**src/core/cpc_defs.svh**
```systemverilog
`ifndef CPC_DEFS_SVH
`define CPC_DEFS_SVH

// Register addresses
`define CPC_ADDR_PUMP        6'h09
`define CPC_ADDR_CAL         6'h0a
`define CPC_ADDR_VCO         6'h05

// Reset values
`define CPC_PUMP_RESET       24'h403264
`define CPC_CAL_RESET        24'h002205

// Pump register fields
`define CPC_DN_GAIN_LSB      0
`define CPC_UP_GAIN_LSB      7
`define CPC_OFS_MAG_LSB      14
`define CPC_OFS_UP_BIT       21
`define CPC_OFS_DN_BIT       22
`define CPC_HI_CUR_BIT       23

// Calibration register fields
`define CPC_WIN_LSB          0
`define CPC_CURVE_LSB        3
`define CPC_WAIT_LSB         6
`define CPC_SAR_LSB          8
`define CPC_FORCE_CURVE_BIT  10
`define CPC_BYPASS_TUNE_BIT  11
`define CPC_NO_TRIG_BIT      12
`define CPC_CLK_SEL_LSB      13
`define CPC_FALL_EDGE_BIT    15
`define CPC_RDIV_BYP_BIT     16

// Current steps in microamps
`define CPC_GAIN_STEP_UA     20
`define CPC_OFS_STEP_UA      5

// Calibration timing
`define CPC_WAIT_PERIODS     7'h64
`define CPC_SAR_MAX_BITS     4'h8
`define CPC_FSM_CLK_MAX_MHZ  50

// Serial frame: chip id(3), read flag(1), address(6), data(24)
`define CPC_FRAME_BITS       6'h22
`define CPC_HDR_LAST         6'h09
`define CPC_CHIP_LAST        6'h02
`define CPC_RD_SHIFT_FIRST   6'h0b

`endif

```
**src/core/cpc_pkg.sv**
```systemverilog
package cpc_pkg;

  typedef logic [23:0] cpc_word_t;

  typedef enum logic [1:0] {
    CPC_IDLE  = 2'b00,
    CPC_SHIFT = 2'b01,
    CPC_DONE  = 2'b10
  } cpc_state_e;

endpackage

```
**src/core/cpc_sync.sv**
```systemverilog
`timescale 1ns/1ps

module cpc_sync #(
  parameter logic RST_VAL = 1'b0
) (
  input  wire logic CLK,
  input  wire logic RESETN,
  input  wire logic d,
  output logic      q
);

  logic meta_r;

  always_ff @(posedge CLK or negedge RESETN) begin
    if (!RESETN) begin
      meta_r <= RST_VAL;
      q      <= RST_VAL;
    end else begin
      meta_r <= d;
      q      <= meta_r;
    end
  end

endmodule

```
**src/core/cpc_config_regs.sv**
```systemverilog
`timescale 1ns/1ps
`include "cpc_defs.svh"

module cpc_config_regs
  import cpc_pkg::*;
#(
  parameter logic [2:0] CHIP_ID = 3'h0  // Arbitrary value
) (
  input  wire logic        CLK,
  input  wire logic        RESETN,
  input  wire logic        SEN_N,
  input  wire logic        SCK,
  input  wire logic        SDI,
  output logic             SDO,
  output logic             SDO_OEN,
  input  wire logic        PAD_EN,
  input  wire logic        PAD_ALWAYS_ON,
  output logic [6:0]       PUMP_DOWN_GAIN,
  output logic [6:0]       PUMP_UP_GAIN,
  output logic [6:0]       OFFSET_MAG,
  output logic             UPWARD_OFFSET_ENABLE,
  output logic             DOWNWARD_OFFSET_ENABLE,
  output logic             HIGH_CURRENT_PUMP,
  output logic [11:0]      DOWN_CURRENT_UA,
  output logic [11:0]      UP_CURRENT_UA,
  output logic [9:0]       OFFSET_CURRENT_UA,
  output logic [8:0]       WINDOW_CYCLES,
  output logic             CURVE_ADJ_ENABLE,
  output logic signed [2:0] CURVE_ADJ,
  output logic [6:0]       WAIT_PERIODS,
  output logic [1:0]       WAIT_AFTER_MEAS,
  output logic [3:0]       SAR_BITS,
  output logic             FORCE_CURVE,
  output logic             BYPASS_VCO_TUNING,
  output logic             SUPPRESS_VCO_WRITE_TRANSFER,
  output logic [5:0]       CAL_CLK_DIVIDE,
  output logic             CAL_CLK_FALLING_EDGE,
  output logic             FORCE_RDIV_BYPASS,
  output logic             VCO_XFER_START,
  output logic [23:0]      VCO_XFER_DATA
);

  // ----------------------------------------------------------------
  // Pin synchronisers
  // ----------------------------------------------------------------
  logic sen_n_s;
  logic sck_s;
  logic sdi_s;

  cpc_sync #(
    .RST_VAL (1'b1)
  ) u_sync_sen (
    .CLK     (CLK),
    .RESETN  (RESETN),
    .d       (SEN_N),
    .q       (sen_n_s)
  );

  cpc_sync #(.RST_VAL(1'b0)) u_sync_sck (
    .CLK     (CLK),
    .RESETN  (RESETN),
    .d       (SCK),
    .q       (sck_s)
  );

  cpc_sync #(.RST_VAL(1'b0)) u_sync_sdi (
    .CLK     (CLK),
    .RESETN  (RESETN),
    .d       (SDI),
    .q       (sdi_s)
  );

  // ----------------------------------------------------------------
  // Edge detection
  // ----------------------------------------------------------------
  logic sck_d_r;
  logic sck_rise;
  logic sck_fall;
  logic selected;

  // Select sync resets high so the frame logic starts deselected
  assign selected = ~sen_n_s;

  always_ff @(posedge CLK or negedge RESETN) begin
    if (!RESETN) begin
      sck_d_r <= 1'b0;
    end else begin
      sck_d_r <= sck_s;
    end
  end

  assign sck_rise = selected & sck_s & ~sck_d_r;
  assign sck_fall = selected & ~sck_s & sck_d_r;

  // ----------------------------------------------------------------
  // Frame shifter
  // ----------------------------------------------------------------
  cpc_state_e  state_r;
  cpc_state_e  state_nxt;
  logic [5:0]  cnt_r;
  logic [32:0] sr_r;
  logic [33:0] sr_nxt;
  logic        last_bit;
  logic        frame_write;

  assign sr_nxt      = {sr_r, sdi_s};
  assign last_bit    = sck_rise & (cnt_r == `CPC_FRAME_BITS - 6'h01);
  assign frame_write = last_bit & ~sr_nxt[30] & (sr_nxt[33:31] == CHIP_ID);

  always_comb begin
    state_nxt = state_r;
    unique case (state_r)
      CPC_IDLE: begin
        if (selected) begin
          state_nxt = CPC_SHIFT;
        end
      end
      CPC_SHIFT: begin
        if (!selected) begin
          state_nxt = CPC_IDLE;
        end else if (last_bit) begin
          state_nxt = CPC_DONE;
        end
      end
      CPC_DONE: begin
        if (!selected) begin
          state_nxt = CPC_IDLE;
        end
      end
      default: begin
        state_nxt = CPC_IDLE;
      end
    endcase
  end

  always_ff @(posedge CLK or negedge RESETN) begin
    if (!RESETN) begin
      state_r <= CPC_IDLE;
    end else begin
      state_r <= state_nxt;
    end
  end

  always_ff @(posedge CLK or negedge RESETN) begin
    if (!RESETN) begin
      cnt_r <= 6'h00;
      sr_r  <= 33'h0;
    end else if (state_r != CPC_SHIFT) begin
      cnt_r <= 6'h00;
      sr_r  <= 33'h0;
    end else if (sck_rise) begin
      cnt_r <= cnt_r + 6'h01;
      sr_r  <= sr_nxt[32:0];
    end
  end

  // ----------------------------------------------------------------
  // Configuration registers
  // ----------------------------------------------------------------
  cpc_word_t pump_r;
  cpc_word_t cal_r;

  always_ff @(posedge CLK or negedge RESETN) begin
    if (!RESETN) begin
      pump_r <= `CPC_PUMP_RESET;
    end else if (frame_write && sr_nxt[29:24] == `CPC_ADDR_PUMP) begin
      pump_r <= sr_nxt[23:0];
    end
  end

  always_ff @(posedge CLK or negedge RESETN) begin
    if (!RESETN) begin
      cal_r <= `CPC_CAL_RESET;
    end else if (frame_write && sr_nxt[29:24] == `CPC_ADDR_CAL) begin
      cal_r <= sr_nxt[23:0];
    end
  end

  // ----------------------------------------------------------------
  // VCO register write trigger
  // ----------------------------------------------------------------
  always_ff @(posedge CLK or negedge RESETN) begin
    if (!RESETN) begin
      VCO_XFER_START <= 1'b0;
      VCO_XFER_DATA  <= 24'h000000;
    end else begin
      VCO_XFER_START <= frame_write && sr_nxt[29:24] == `CPC_ADDR_VCO &&
                        !cal_r[`CPC_NO_TRIG_BIT];
      if (frame_write && sr_nxt[29:24] == `CPC_ADDR_VCO) begin
        VCO_XFER_DATA <= sr_nxt[23:0];
      end
    end
  end

  // ----------------------------------------------------------------
  // Read back and data pin
  // ----------------------------------------------------------------
  logic [23:0] rd_r;
  logic        rd_r_act;
  logic        foreign_r;
  logic [5:0]  rd_addr;

  assign rd_addr = sr_nxt[5:0];

  always_ff @(posedge CLK or negedge RESETN) begin
    if (!RESETN) begin
      rd_r     <= 24'h000000;
      rd_r_act <= 1'b0;
    end else if (state_r != CPC_SHIFT) begin
      rd_r_act <= 1'b0;
    end else if (sck_rise && cnt_r == `CPC_HDR_LAST) begin
      rd_r_act <= sr_nxt[6] && sr_nxt[9:7] == CHIP_ID;
      if (rd_addr == `CPC_ADDR_PUMP) begin
        rd_r <= pump_r;
      end else if (rd_addr == `CPC_ADDR_CAL) begin
        rd_r <= cal_r;
      end else begin
        rd_r <= 24'h000000;
      end
    end else if (sck_fall && cnt_r >= `CPC_RD_SHIFT_FIRST) begin
      rd_r <= {rd_r[22:0], 1'b0};
    end
  end

  always_ff @(posedge CLK or negedge RESETN) begin
    if (!RESETN) begin
      foreign_r <= 1'b0;
    end else if (sck_rise && cnt_r == `CPC_CHIP_LAST) begin
      foreign_r <= sr_nxt[2:0] != CHIP_ID;
    end else if (sck_rise && cnt_r == 6'h00) begin
      foreign_r <= 1'b0;
    end
  end

  always_ff @(posedge CLK or negedge RESETN) begin
    if (!RESETN) begin
      SDO     <= 1'b0;
      SDO_OEN <= 1'b1;
    end else begin
      SDO <= rd_r_act & rd_r[23];
      if (!PAD_EN) begin
        SDO_OEN <= 1'b1;
      end else if (PAD_ALWAYS_ON) begin
        SDO_OEN <= 1'b0;
      end else begin
        SDO_OEN <= foreign_r;
      end
    end
  end

  // ----------------------------------------------------------------
  // Charge pump field decode
  // ----------------------------------------------------------------
  always_ff @(posedge CLK or negedge RESETN) begin
    if (!RESETN) begin
      PUMP_DOWN_GAIN         <= 7'h00;
      PUMP_UP_GAIN           <= 7'h00;
      OFFSET_MAG             <= 7'h00;
      UPWARD_OFFSET_ENABLE   <= 1'b0;
      DOWNWARD_OFFSET_ENABLE <= 1'b0;
      HIGH_CURRENT_PUMP      <= 1'b0;
      DOWN_CURRENT_UA        <= 12'h000;
      UP_CURRENT_UA          <= 12'h000;
      OFFSET_CURRENT_UA      <= 10'h000;
    end else begin
      PUMP_DOWN_GAIN         <= pump_r[`CPC_DN_GAIN_LSB +: 7];
      PUMP_UP_GAIN           <= pump_r[`CPC_UP_GAIN_LSB +: 7];
      OFFSET_MAG             <= pump_r[`CPC_OFS_MAG_LSB +: 7];
      UPWARD_OFFSET_ENABLE   <= pump_r[`CPC_OFS_UP_BIT];
      DOWNWARD_OFFSET_ENABLE <= pump_r[`CPC_OFS_DN_BIT];
      HIGH_CURRENT_PUMP      <= pump_r[`CPC_HI_CUR_BIT];
      DOWN_CURRENT_UA        <= 12'({5'h00, pump_r[`CPC_DN_GAIN_LSB +: 7]} *
                                    `CPC_GAIN_STEP_UA);
      UP_CURRENT_UA          <= 12'({5'h00, pump_r[`CPC_UP_GAIN_LSB +: 7]} *
                                    `CPC_GAIN_STEP_UA);
      OFFSET_CURRENT_UA      <= 10'({3'h0, pump_r[`CPC_OFS_MAG_LSB +: 7]} *
                                    `CPC_OFS_STEP_UA);
    end
  end

  // ----------------------------------------------------------------
  // Calibration field decode
  // ----------------------------------------------------------------
  logic [1:0] clk_sel;

  assign clk_sel = cal_r[`CPC_CLK_SEL_LSB +: 2];

  always_ff @(posedge CLK or negedge RESETN) begin
    if (!RESETN) begin
      WINDOW_CYCLES               <= 9'h000;
      CURVE_ADJ_ENABLE            <= 1'b0;
      CURVE_ADJ                   <= 3'sh0;
      WAIT_PERIODS                <= 7'h00;
      WAIT_AFTER_MEAS             <= 2'h0;
      SAR_BITS                    <= 4'h0;
      FORCE_CURVE                 <= 1'b0;
      BYPASS_VCO_TUNING           <= 1'b0;
      SUPPRESS_VCO_WRITE_TRANSFER <= 1'b0;
      CAL_CLK_DIVIDE              <= 6'h00;
      CAL_CLK_FALLING_EDGE        <= 1'b0;
      FORCE_RDIV_BYPASS           <= 1'b0;
    end else begin
      WINDOW_CYCLES    <= 9'h001 << cal_r[`CPC_WIN_LSB +: 3];
      CURVE_ADJ_ENABLE <= cal_r[`CPC_CURVE_LSB +: 3] != 3'h0;
      CURVE_ADJ        <= $signed(cal_r[`CPC_CURVE_LSB +: 3]);
      WAIT_PERIODS     <= `CPC_WAIT_PERIODS;
      WAIT_AFTER_MEAS  <= cal_r[`CPC_WAIT_LSB +: 2];
      SAR_BITS         <= `CPC_SAR_MAX_BITS -
                          {2'h0, cal_r[`CPC_SAR_LSB +: 2]};
      FORCE_CURVE      <= cal_r[`CPC_FORCE_CURVE_BIT];
      BYPASS_VCO_TUNING <= cal_r[`CPC_BYPASS_TUNE_BIT];
      SUPPRESS_VCO_WRITE_TRANSFER <= cal_r[`CPC_NO_TRIG_BIT];
      unique case (clk_sel)
        2'h0: CAL_CLK_DIVIDE <= 6'h01;
        2'h1: CAL_CLK_DIVIDE <= 6'h04;
        2'h2: CAL_CLK_DIVIDE <= 6'h10;
        2'h3: CAL_CLK_DIVIDE <= 6'h20;
      endcase
      CAL_CLK_FALLING_EDGE <= cal_r[`CPC_FALL_EDGE_BIT];
      FORCE_RDIV_BYPASS    <= cal_r[`CPC_RDIV_BYP_BIT];
    end
  end

endmodule

```
**config.mk**
```make
export PLATFORM = sky130hd
export DESIGN_NAME = cpc_config_regs
export DESIGN_NICKNAME = d
export VERILOG_FILES = /design/src/core/cpc_pkg.sv /design/src/core/cpc_sync.sv /design/src/core/cpc_config_regs.sv
export VERILOG_INCLUDE_DIRS = /design/src /design/src/core
export SDC_FILE = /design/constraint.sdc
export NUM_CORES = 1
export LEC_CHECK = 0
export BUFFER_PORTS_ARGS = -buffer_cell sky130_fd_sc_hd__buf_4
export CAP_MARGIN = 20
export CORE_MARGIN = 2
export CORE_UTILIZATION = 35
export CTS_CLUSTER_DIAMETER = 80
export CTS_CLUSTER_SIZE = 12
export DETAILED_ROUTE_END_ITERATION = 8
export PLACE_DENSITY = 0.53
export SYNTH_ARGS = -nofsm -noshare
export SYNTH_HDL_FRONTEND = slang
export SYNTH_SLANG_ARGS = --single-unit
```
**constraint.sdc**
```tcl
create_clock -name CLK -period 2.75 [get_ports CLK]
set_clock_uncertainty 0.05 [all_clocks]
set_input_delay 0.55 -clock CLK [delete_from_list [all_inputs] [get_ports CLK]]
set_output_delay 0.55 -clock CLK [all_outputs]
set_load 0.03 [all_outputs]
```
==> results of run 1 <==
[path summary, 6_finish.rpt]
kind	slack [ns]	startpoint	cells past startpoint	end
hold reg to reg	0.30	u_sync_sdi.meta_r	0	u_sync_sdi.q
setup reg to reg	0.49	cnt_r[3]	5	cal_r[6]
max in group asynchronous	1.40	RESETN	3	cal_r[13]
setup / recovery	0.49	cnt_r[3]	5	cal_r[6]
min in group asynchronous	0.53	RESETN	2	sr_r[6]
hold / removal	0.09	SDI	1	u_sync_sdi.meta_r
[state kept, by name, indices dropped and copies added, names as in the netlist, 7 cells and up]
register           cells
DOWN_CURRENT_UA        8
OFFSET_CURRENT_UA     10
PUMP_DOWN_GAIN         7
PUMP_UP_GAIN           7
UP_CURRENT_UA          8
VCO_XFER_DATA         24
WINDOW_CYCLES          8
cal_r                 24
pump_r                24
rd_r                  24
sr_r                  33
[power groups by stage]
stage	Clock (mW)	Sequential (mW)	Combinational, mW
CTS	2.88	3.33	0.181
global route	3.02	3.33	0.198
finish	2.76	3.33	0.173
detailed placement	0	3.39	0.180
global placement	0	3.39	0.180
floorplan	0	3.39	0.0761
[cells by family (layout without fill, tap and decap cells)]
logic type / Yosys count / count (layout)
other cells: 2 / 12
mux: 74 / 74
fa+ha+maj: 38 / 38
flops: 225 / 225
buf+inv: 73 / 194
xor+xnor: 15 / 15
simple gates: 195 / 195
compound gates: 107 / 107
[layer usage]
| metal | part of all wire [%] | vias to the layer above |
|---|---|---|
| met5 | 0 | - |
| met4 | 1.9 | 0 |
| met3 | 4.6 | 32 |
| met2 | 47 | 105 |
| met1 | 47 | 2834 |
| li1 | - | 2724 |
[final cells by class]
class / count / area [um2]
fill: 2455 / 14800
clock buffer: 39 / 624
clock inverter: 1 / 16.3
sequential: 225 / 5650
tap: 335 / 419
multi-input combinational: 441 / 3240
inverter: 15 / 56.3
timing repair buffer: 139 / 1100
[critical path: stages (launching register included)]
cell,delay [ns]
dfrtp_1,0.45
nor4b_2,0.39
nand3b_1,0.24
nor4_4,0.43
buf_12,0.24
mux2_2,0.35
[placed cells by master (no fill, tap or decap), types with 16 or more instances in the layout]
cell / instances
buf_4: 133
a221o_1: 23
nand2_1: 124
nor2_1: 17
dfrtp_1: 211
a21oi_1: 43
clkbuf_16: 22
ha_1: 35
clkbuf_1: 16
a211oi_1: 24
mux2_2: 70
[through the flow]
stage | util [%] | cells | cell area (um2)
finish | 42.9 | 1195 | 11100
global route | 42.9 | 1195 | 11100
CTS | 42.9 | 1195 | 11100
detailed placement | 40.3 | 1154 | 10500
global placement | 40.3 | 1154 | 10500
floorplan | - | 739 | 9240
[what timing repair did]
action | 4_1_cts | 5_1_grt
hold buffers | 1 | 0
hold endpoints to repair | 52 | 0
setup buffers | 0 | 0
==> out/qor.yml, run 1 <==
status: "finished clean"
setup_viol: 0
dr.pass1.iters: 4
hold_viol: 0
crit_arrival_ns: 2.60
synth_commonest_cells: "dfrtp_1 (211), nand2_1 (124), mux2_2 (70)"
yosysTopAreaCell: "dfrtp_1"
io_buffer_count: 117
gp_congestion: 0.814
place_hpwl_um: 13000
fin_crit_sh_pct: 82.2
use_met3_pct: 2.29
slew_headroom_pct: 61.6
grt_busiest_layer: "met2"
slew_viol_final: 0
power_density_nw_per_um2: 564
cts_max_level: 1
ir_drop_mv: 0.343
syn_inst: 729
yosysUniqueCellTypes: 49
synth.mux.area_fraction_pct: 9.05
cts_sinks: 225
wl_per_cell_um: 16.3
clock_latency_ns: 0.52
cts_tree: "yes"
yosys.area_share.simple_pct: 10.3
synth_fa_ha_area_share_pct: 5.41
initial_utilization_pct: 35.5
drt_iter0_drc: 419
critPathKind: "flop to flop"
synth_edf_count: 0
rows: 59
dieWidth_um: 166
drive_gt1_share_pct: 29.9
cts_root_buf: "clkbuf_16"
boundaryPins: 129
clockBufferDepth: 3
syn_area_um2: 9200
worst_slack_ns: 0.488
ys.warnings.count: 0
grt_pass1_vias: 5833
grt.overflow.total: 0
synth_top_area_share_pct: 57.4
crit_fanout: 21
synthMostInstantiatedCell: "dfrtp_1"
combPwrFrac_pct: 2.8
switching_share_pct: 22.0
grt_antenna_before_repair: 0
cts_resized: 0
syn_avg_cell_area_um2: 12.6
routed_via_density: 4.77
die_h_um: 166
min_path_type: "primary input to flop"
switchingPower_mw: 1.38
clockPowerShare_pct: 44.1
fin_tns_setup_ns: 0
end_kind: "flop"
synthArstFlopShare_pct: 100
grt_first_pass_wirelength_um: 32700
tightestPinTransition_ns: 0.568
core_um2: 25900
die_area_um2: 27600
max_cap_viol_count: 0
synth_top_family_by_area: "simple AND/OR/NAND/NOR gates"
leakage_nw: 5.41
grt_max_degree: 63
use_met2_pct: 23.2
path_clk_slew_ns: 0.06
p_int_mw: 4.89
period_minus_slack_ns: 2.26
synth_compound_area_share_pct: 8.27
rsz0062_at_grt: "no"
area_growth_pct: 20.7
routed_wl_um: 19400
grtUsageTotal_pct: 14.5
drc: 0
pwr-share-seq_pct: 53.2
pre_cts_ws_ns: 0.482
synthTopCellsByArea: "dfrtp_1 (57%), mux2_2 (8.6%), nand2_1 (5.1%)"
critPathRequiredTime_ns: 3.09
synth_flop_cell: "dfrtp_1"
max_freq_mhz: 442
ys_ff_latch: 225
cts_made_buffers: 22
vias: 5695
met1_usage_pct: 20.8
seq_area_frac_synth_pct: 61.4
drtAntennaViolNets: 0
hold_ws_ns: 0.0915
final_nets: 889
antenna_cells: 0
crit_path_start_kind: "flop"
total_power_mw: 6.27
synth-xor-area-share_pct: 1.43
No activity file was read; power rests on OpenSTA's default activity.
==> inputs of run 2 (changes only) <==
Clock period 2.75 ns to 2.35 ns, I/O delays scaled along.
==> run 2 against run 1 <==
  * First-iteration DRC count fell by 26%
  * Register-to-register slack got worse by 0.35 ns
  * Cell area rose by 1.4%
  * Sequential share of layout area fell by 0.69 points
  * Fmax rose by 2.3%
  * Power rose by 17%
  * Cell count rose by 1.5%
  * Sequential power rose by 17%
  * Die area did not move
  * Via count rose by 1.3%
  * Combinational power rose by 23%
  * Worst setup slack got worse by 0.35 ns
  * Critical endpoint is now rd_r[17]
==> out/qor.yml, run 2 (synthesized netlist as in run 1, its figures left out) <==
slew_viol_final: 0
worstHoldStart: "SEN_N"
hold_viol: 0
mostFrequentLayoutCells: "dfrtp_1 (211), buf_4 (148), nand2_1 (124)"
fin_crit_sh_pct: 94.1
status: "finished clean"
place_hpwl_um: 13200
crit_arrival_ns: 2.55
io_buffer_count: 117
total_power_mw: 7.33
end_kind: "flop"
fillers: 2427
boundaryPins: 129
min_path_type: "primary input to flop"
period_minus_slack_ns: 2.21
crit_path_start: "cnt_r[4]"
setup_viol: 0
die_h_um: 166
rsz0062_at_grt: "no"
grt_max_degree: 59
critPathRequiredTime_ns: 2.69
reg2reg_slack_ns: 0.14
area_growth_pct: 22.4
cts_tree: "yes"
slew_headroom_pct: 62.2
cts_root_buf: "clkbuf_16"
crit_end: "rd_r[17]"
final_nets: 907
design_area_um2: 11300
reg2reg_to: "rd_r[17]"
rr_worst_depth: 4
core_um2: 25900
routed_wl_um: 19600
power_density_nw_per_um2: 651
drive_gt1_share_pct: 31.1
worst_slack_ns: 0.138
path_clk_slew_ns: 0.07
drc: 0
antenna_cells: 0
grt_first_pass_wirelength_um: 33300
top_register: "sr_r"
cts_made_buffers: 22
grt_antenna_before_repair: 0
rows: 59
utilization_pct: 43.4
grt.overflow.total: 0
ir_drop_mv: 0.368
grtUsageTotal_pct: 14.7
final_common_cell: "dfrtp_1"
grt_pass1_vias: 5903
clock_latency_ns: 0.51
hold_ws_ns: 0.0322
pre_cts_ws_ns: -0.0305
drtAntennaViolNets: 0
dr.pass1.iters: 4
drt_iter0_drc: 308
cts_sinks: 225
initial_utilization_pct: 35.5
die_area_um2: 27600
crit_path_start_kind: "flop"
regToRegStartpoint: "cnt_r[4]"
max_freq_mhz: 452
vias: 5771
placed_cell_area_um2: 10600
critPathKind: "flop to flop"
leakage_nw: 5.50
crit_fanout: 24
tightestPinTransition_ns: 0.565
dieWidth_um: 166
max_cap_viol_count: 0
gp_congestion: 0.795
routed_via_density: 4.76
wl_per_cell_um: 16.2
clockBufferDepth: 3
cts_max_level: 1
largest_reg_flops: 33
-- run 2: cell count changes in the layout (fill, tap and decap cells not counted), sizes merged --
cell	change
buf	+16
clkbuf	-1
clkinv	+1
dlygate4sd3	+2
-- run 2: stage by stage --
stage,std cells,TNS [ns]
2_1_floorplan,739,0
3_3_place_gp,1168,0
3_5_place_dp,1168,-0.374
4_1_cts,1213,0
5_1_grt,1213,0
6_report,1213,0
-- run 2: worst min path at each step --
stage	end	slack, ns	cells past startpoint
2_1_floorplan	BYPASS_VCO_TUNING	0.12	0
3_3_place_gp	u_sync_sdi.q	0.28	0
3_5_place_dp	u_sync_sck.q	0.29	0
4_1_cts	u_sync_sen.meta_r	0.02	1
5_1_grt	u_sync_sen.meta_r	0.02	1
6_report	u_sync_sen.meta_r	0.03	1
-- run 2: layout make-up --
| cell class | count | area (um2) | area share (%) |
|---|---|---|---|
| Tap cell | 335 | 419 | 3.72 |
| Timing Repair Buffer | 157 | 1260 | 11.2 |
| Clock buffer | 38 | 611 | 5.42 |
| Inverter | 15 | 56.3 | 0.500 |
| Multi-Input combinational cell | 441 | 3250 | 28.8 |
| Clock inverter | 2 | 21.3 | 0.189 |
| Sequential cell | 225 | 5650 | 50.2 |
-- run 2: per-layer routing --
layer  up-vias  GRT usage (%)  part of all wire (%)  routed length [um]
met5         -              0                     0                   0
met4         0           3.59                   1.8                 344
met3        28           2.31                   4.5                 875
met2       118           23.5                    47                9220
met1      2853           21.0                    47                9190
li1       2772              -                     -                   -
-- run 2: what timing repair did --
item                                   4_1_cts  5_1_grt
setup buffers                                2        0
hold buffers                                 3        0
resized for setup                            0        1
pin swaps                                    1        1
endpoints found under the hold margin       48        0
setup endpoints to repair                   23       60
-- run 2: power by group --
| part | switching [mW] | total (mW) | internal, mW |
|---|---|---|---|
| Sequential | 0.0112 | 3.90 | 3.89 |
| Combinational | 0.164 | 0.212 | 0.0482 |
| Clock | 1.45 | 3.22 | 1.77 |
| Total | 1.63 | 7.33 | 5.70 |
-- run 2: worst max-delay path, cell delays in order (launching register included) --
cell and delay, ns:
dfrtp_1 0.45, or4_1 0.55, or3_1 0.43, nor2b_4 0.26, a221o_1 0.35
==> inputs of run 3 (changes only) <==
Settings changed: RECOVER_POWER from default to 100.
==> run 3 against run 2 <==
  * Utilization fell by 1.9 points
  * Power shrank 0.16%
  * Non-clock buffer count unchanged
  * Sequential power about the same
  * Cell area down 4.4%
  * Count of clock-buffer cells in the layout unchanged
  * Worst setup slack got worse by 0.025 ns
  * Flip-flop and latch count is the same
  * Critical endpoint is now VCO_XFER_DATA[15]
  * Largest cell class unchanged
==> out/qor.yml, run 3 (synthesized netlist as in run 1, its figures left out) <==
path_clk_slew_ns: 0.07
critPathKind: "flop to flop"
dieWidth_um: 166
core_um2: 25900
max_cap_viol_count: 0
cp_cell_sequence: "nor4b_4 > nand3b_1 > nor3_4 > clkbuf_2 > mux2_2"
place_hpwl_um: 13200
drive_gt1_share_pct: 16.2
crit_arrival_ns: 2.58
crit_fanout: 7
power_density_nw_per_um2: 679
antenna_cells: 0
drt_iter0_drc: 297
rsz0062_at_grt: "no"
initial_utilization_pct: 35.5
grt_first_pass_wirelength_um: 33300
routed_via_density: 4.77
fin_crit_sh_pct: 95.2
area_growth_pct: 17.1
top_register: "sr_r"
clock_latency_ns: 0.51
grtUsageTotal_pct: 14.7
ir_drop_mv: 0.368
fillers: 2517
rows: 59
max_freq_mhz: 447
io_buffer_count: 117
crit_path_start_kind: "flop"
drtAntennaViolNets: 0
min_path_type: "primary input to flop"
hold_viol: 0
largest_reg_flops: 33
leakage_nw: 4.98
clockBufferDepth: 3
vias: 5790
setup_viol: 0
mostFrequentLayoutCells: "dfrtp_1 (211), clkbuf_1 (138), nand2_1 (124)"
cts_sinks: 225
gp_congestion: 0.795
end_kind: "flop"
cts_made_buffers: 22
grt_max_degree: 59
grt_antenna_before_repair: 0
grt.overflow.total: 0
routed_wl_um: 19700
final_common_cell: "dfrtp_1"
slew_headroom_pct: 3.61
crit_path_top_delay_cell: "dfrtp_1"
wl_per_cell_um: 16.2
final_nets: 907
instances_no_fill: 1213
numPlacedInstances: 1168
grt_pass1_vias: 5903
critPathMaxStageDelay_ns: 0.47
cts_max_level: 1
boundaryPins: 129
slew_viol_final: 0
critPathRequiredTime_ns: 2.70
die_area_um2: 27600
total_power_mw: 7.31
die_h_um: 166
worst_slack_ns: 0.114
pre_cts_ws_ns: -0.0305
dr.pass1.iters: 4
drc: 0
period_minus_slack_ns: 2.24
cts_root_buf: "clkbuf_16"
tightestPinTransition_ns: 1.45
hold_ws_ns: 0.0360
cts_tree: "yes"
status: "finished clean"
[run 3: cell types whose count changed in the layout (fill, tap and decap cells not counted), moves of 4 or more]
cell	previous run	this run
clkbuf_4	0	4
clkbuf_1	16	138
dfstp_1	0	9
dfstp_2	14	5
buf_4	148	19
clkbuf_2	0	4
[run 3: path summary, 6_finish.rpt]
check                             startpoint            endpoint  slack [ns]  depth (start not counted)
min reg2reg                u_sync_sdi.meta_r        u_sync_sdi.q        0.30                          0
min                                    SEN_N   u_sync_sen.meta_r        0.04                          1
max in group asynchronous             RESETN    UP_CURRENT_UA[4]        0.38                          3
max reg2reg                         cnt_r[3]   VCO_XFER_DATA[15]        0.11                          5
min in group asynchronous             RESETN  DOWN_CURRENT_UA[8]        0.80                          2
max                                 cnt_r[3]   VCO_XFER_DATA[15]        0.11                          5
[run 3: power breakdown]
group          leakage, nW  switching (mW)  internal, mW
Sequential            3.06          0.0112          3.89
Clock                0.301            1.45          1.77
Combinational         1.61           0.164        0.0405
[run 3: what timing repair did]
item | in CTS | in global routing
hold endpoints to repair | 48 | 0
hold buffers | 3 | 0
gates resized for setup | 0 | 1
endpoints found under the setup margin | 23 | 60
setup buffers | 2 | 0
pin swaps | 1 | 1
[run 3: area by class of cell]
class / instances / area (um2) / share of cell area [%]
Multi-Input combinational cell: 441 / 3250 / 30.1
Timing Repair Buffer: 157 / 766 / 7.11
Clock buffer: 38 / 611 / 5.67
Sequential cell: 225 / 5650 / 52.5
Inverter: 15 / 56.3 / 0.523
Tap cell: 335 / 419 / 3.89
Clock inverter: 2 / 21.3 / 0.198
[run 3: stage by stage]
| stage | TNS, ns | utilization [%] | instance area [um2] |
|---|---|---|---|
| after floorplan | 0 | - | 9240 |
| after detailed placement | -0.374 | 40.8 | 10600 |
| after CTS | 0 | 43.4 | 11200 |
| after global routing | 0 | 41.6 | 10800 |
| final | 0 | 41.6 | 10800 |
| after global placement | 0 | 40.8 | 10600 |
[run 3: metal layers]
metal | up-vias | share of wire (%) | GRT usage [%]
met5 | - | 0 | 0
met2 | 123 | 47 | 23.5
li1 | 2772 | - | -
met1 | 2870 | 47 | 21.0
met3 | 25 | 4.5 | 2.31
met4 | 0 | 1.7 | 3.59
[run 3: critical path: cells and delay by family (launching register included)]
kind	cells	cell delay, ns
and+or+nand+nor	3	0.95
DFF	1	0.47
muxes	1	0.36
buffers and inverters	1	0.29
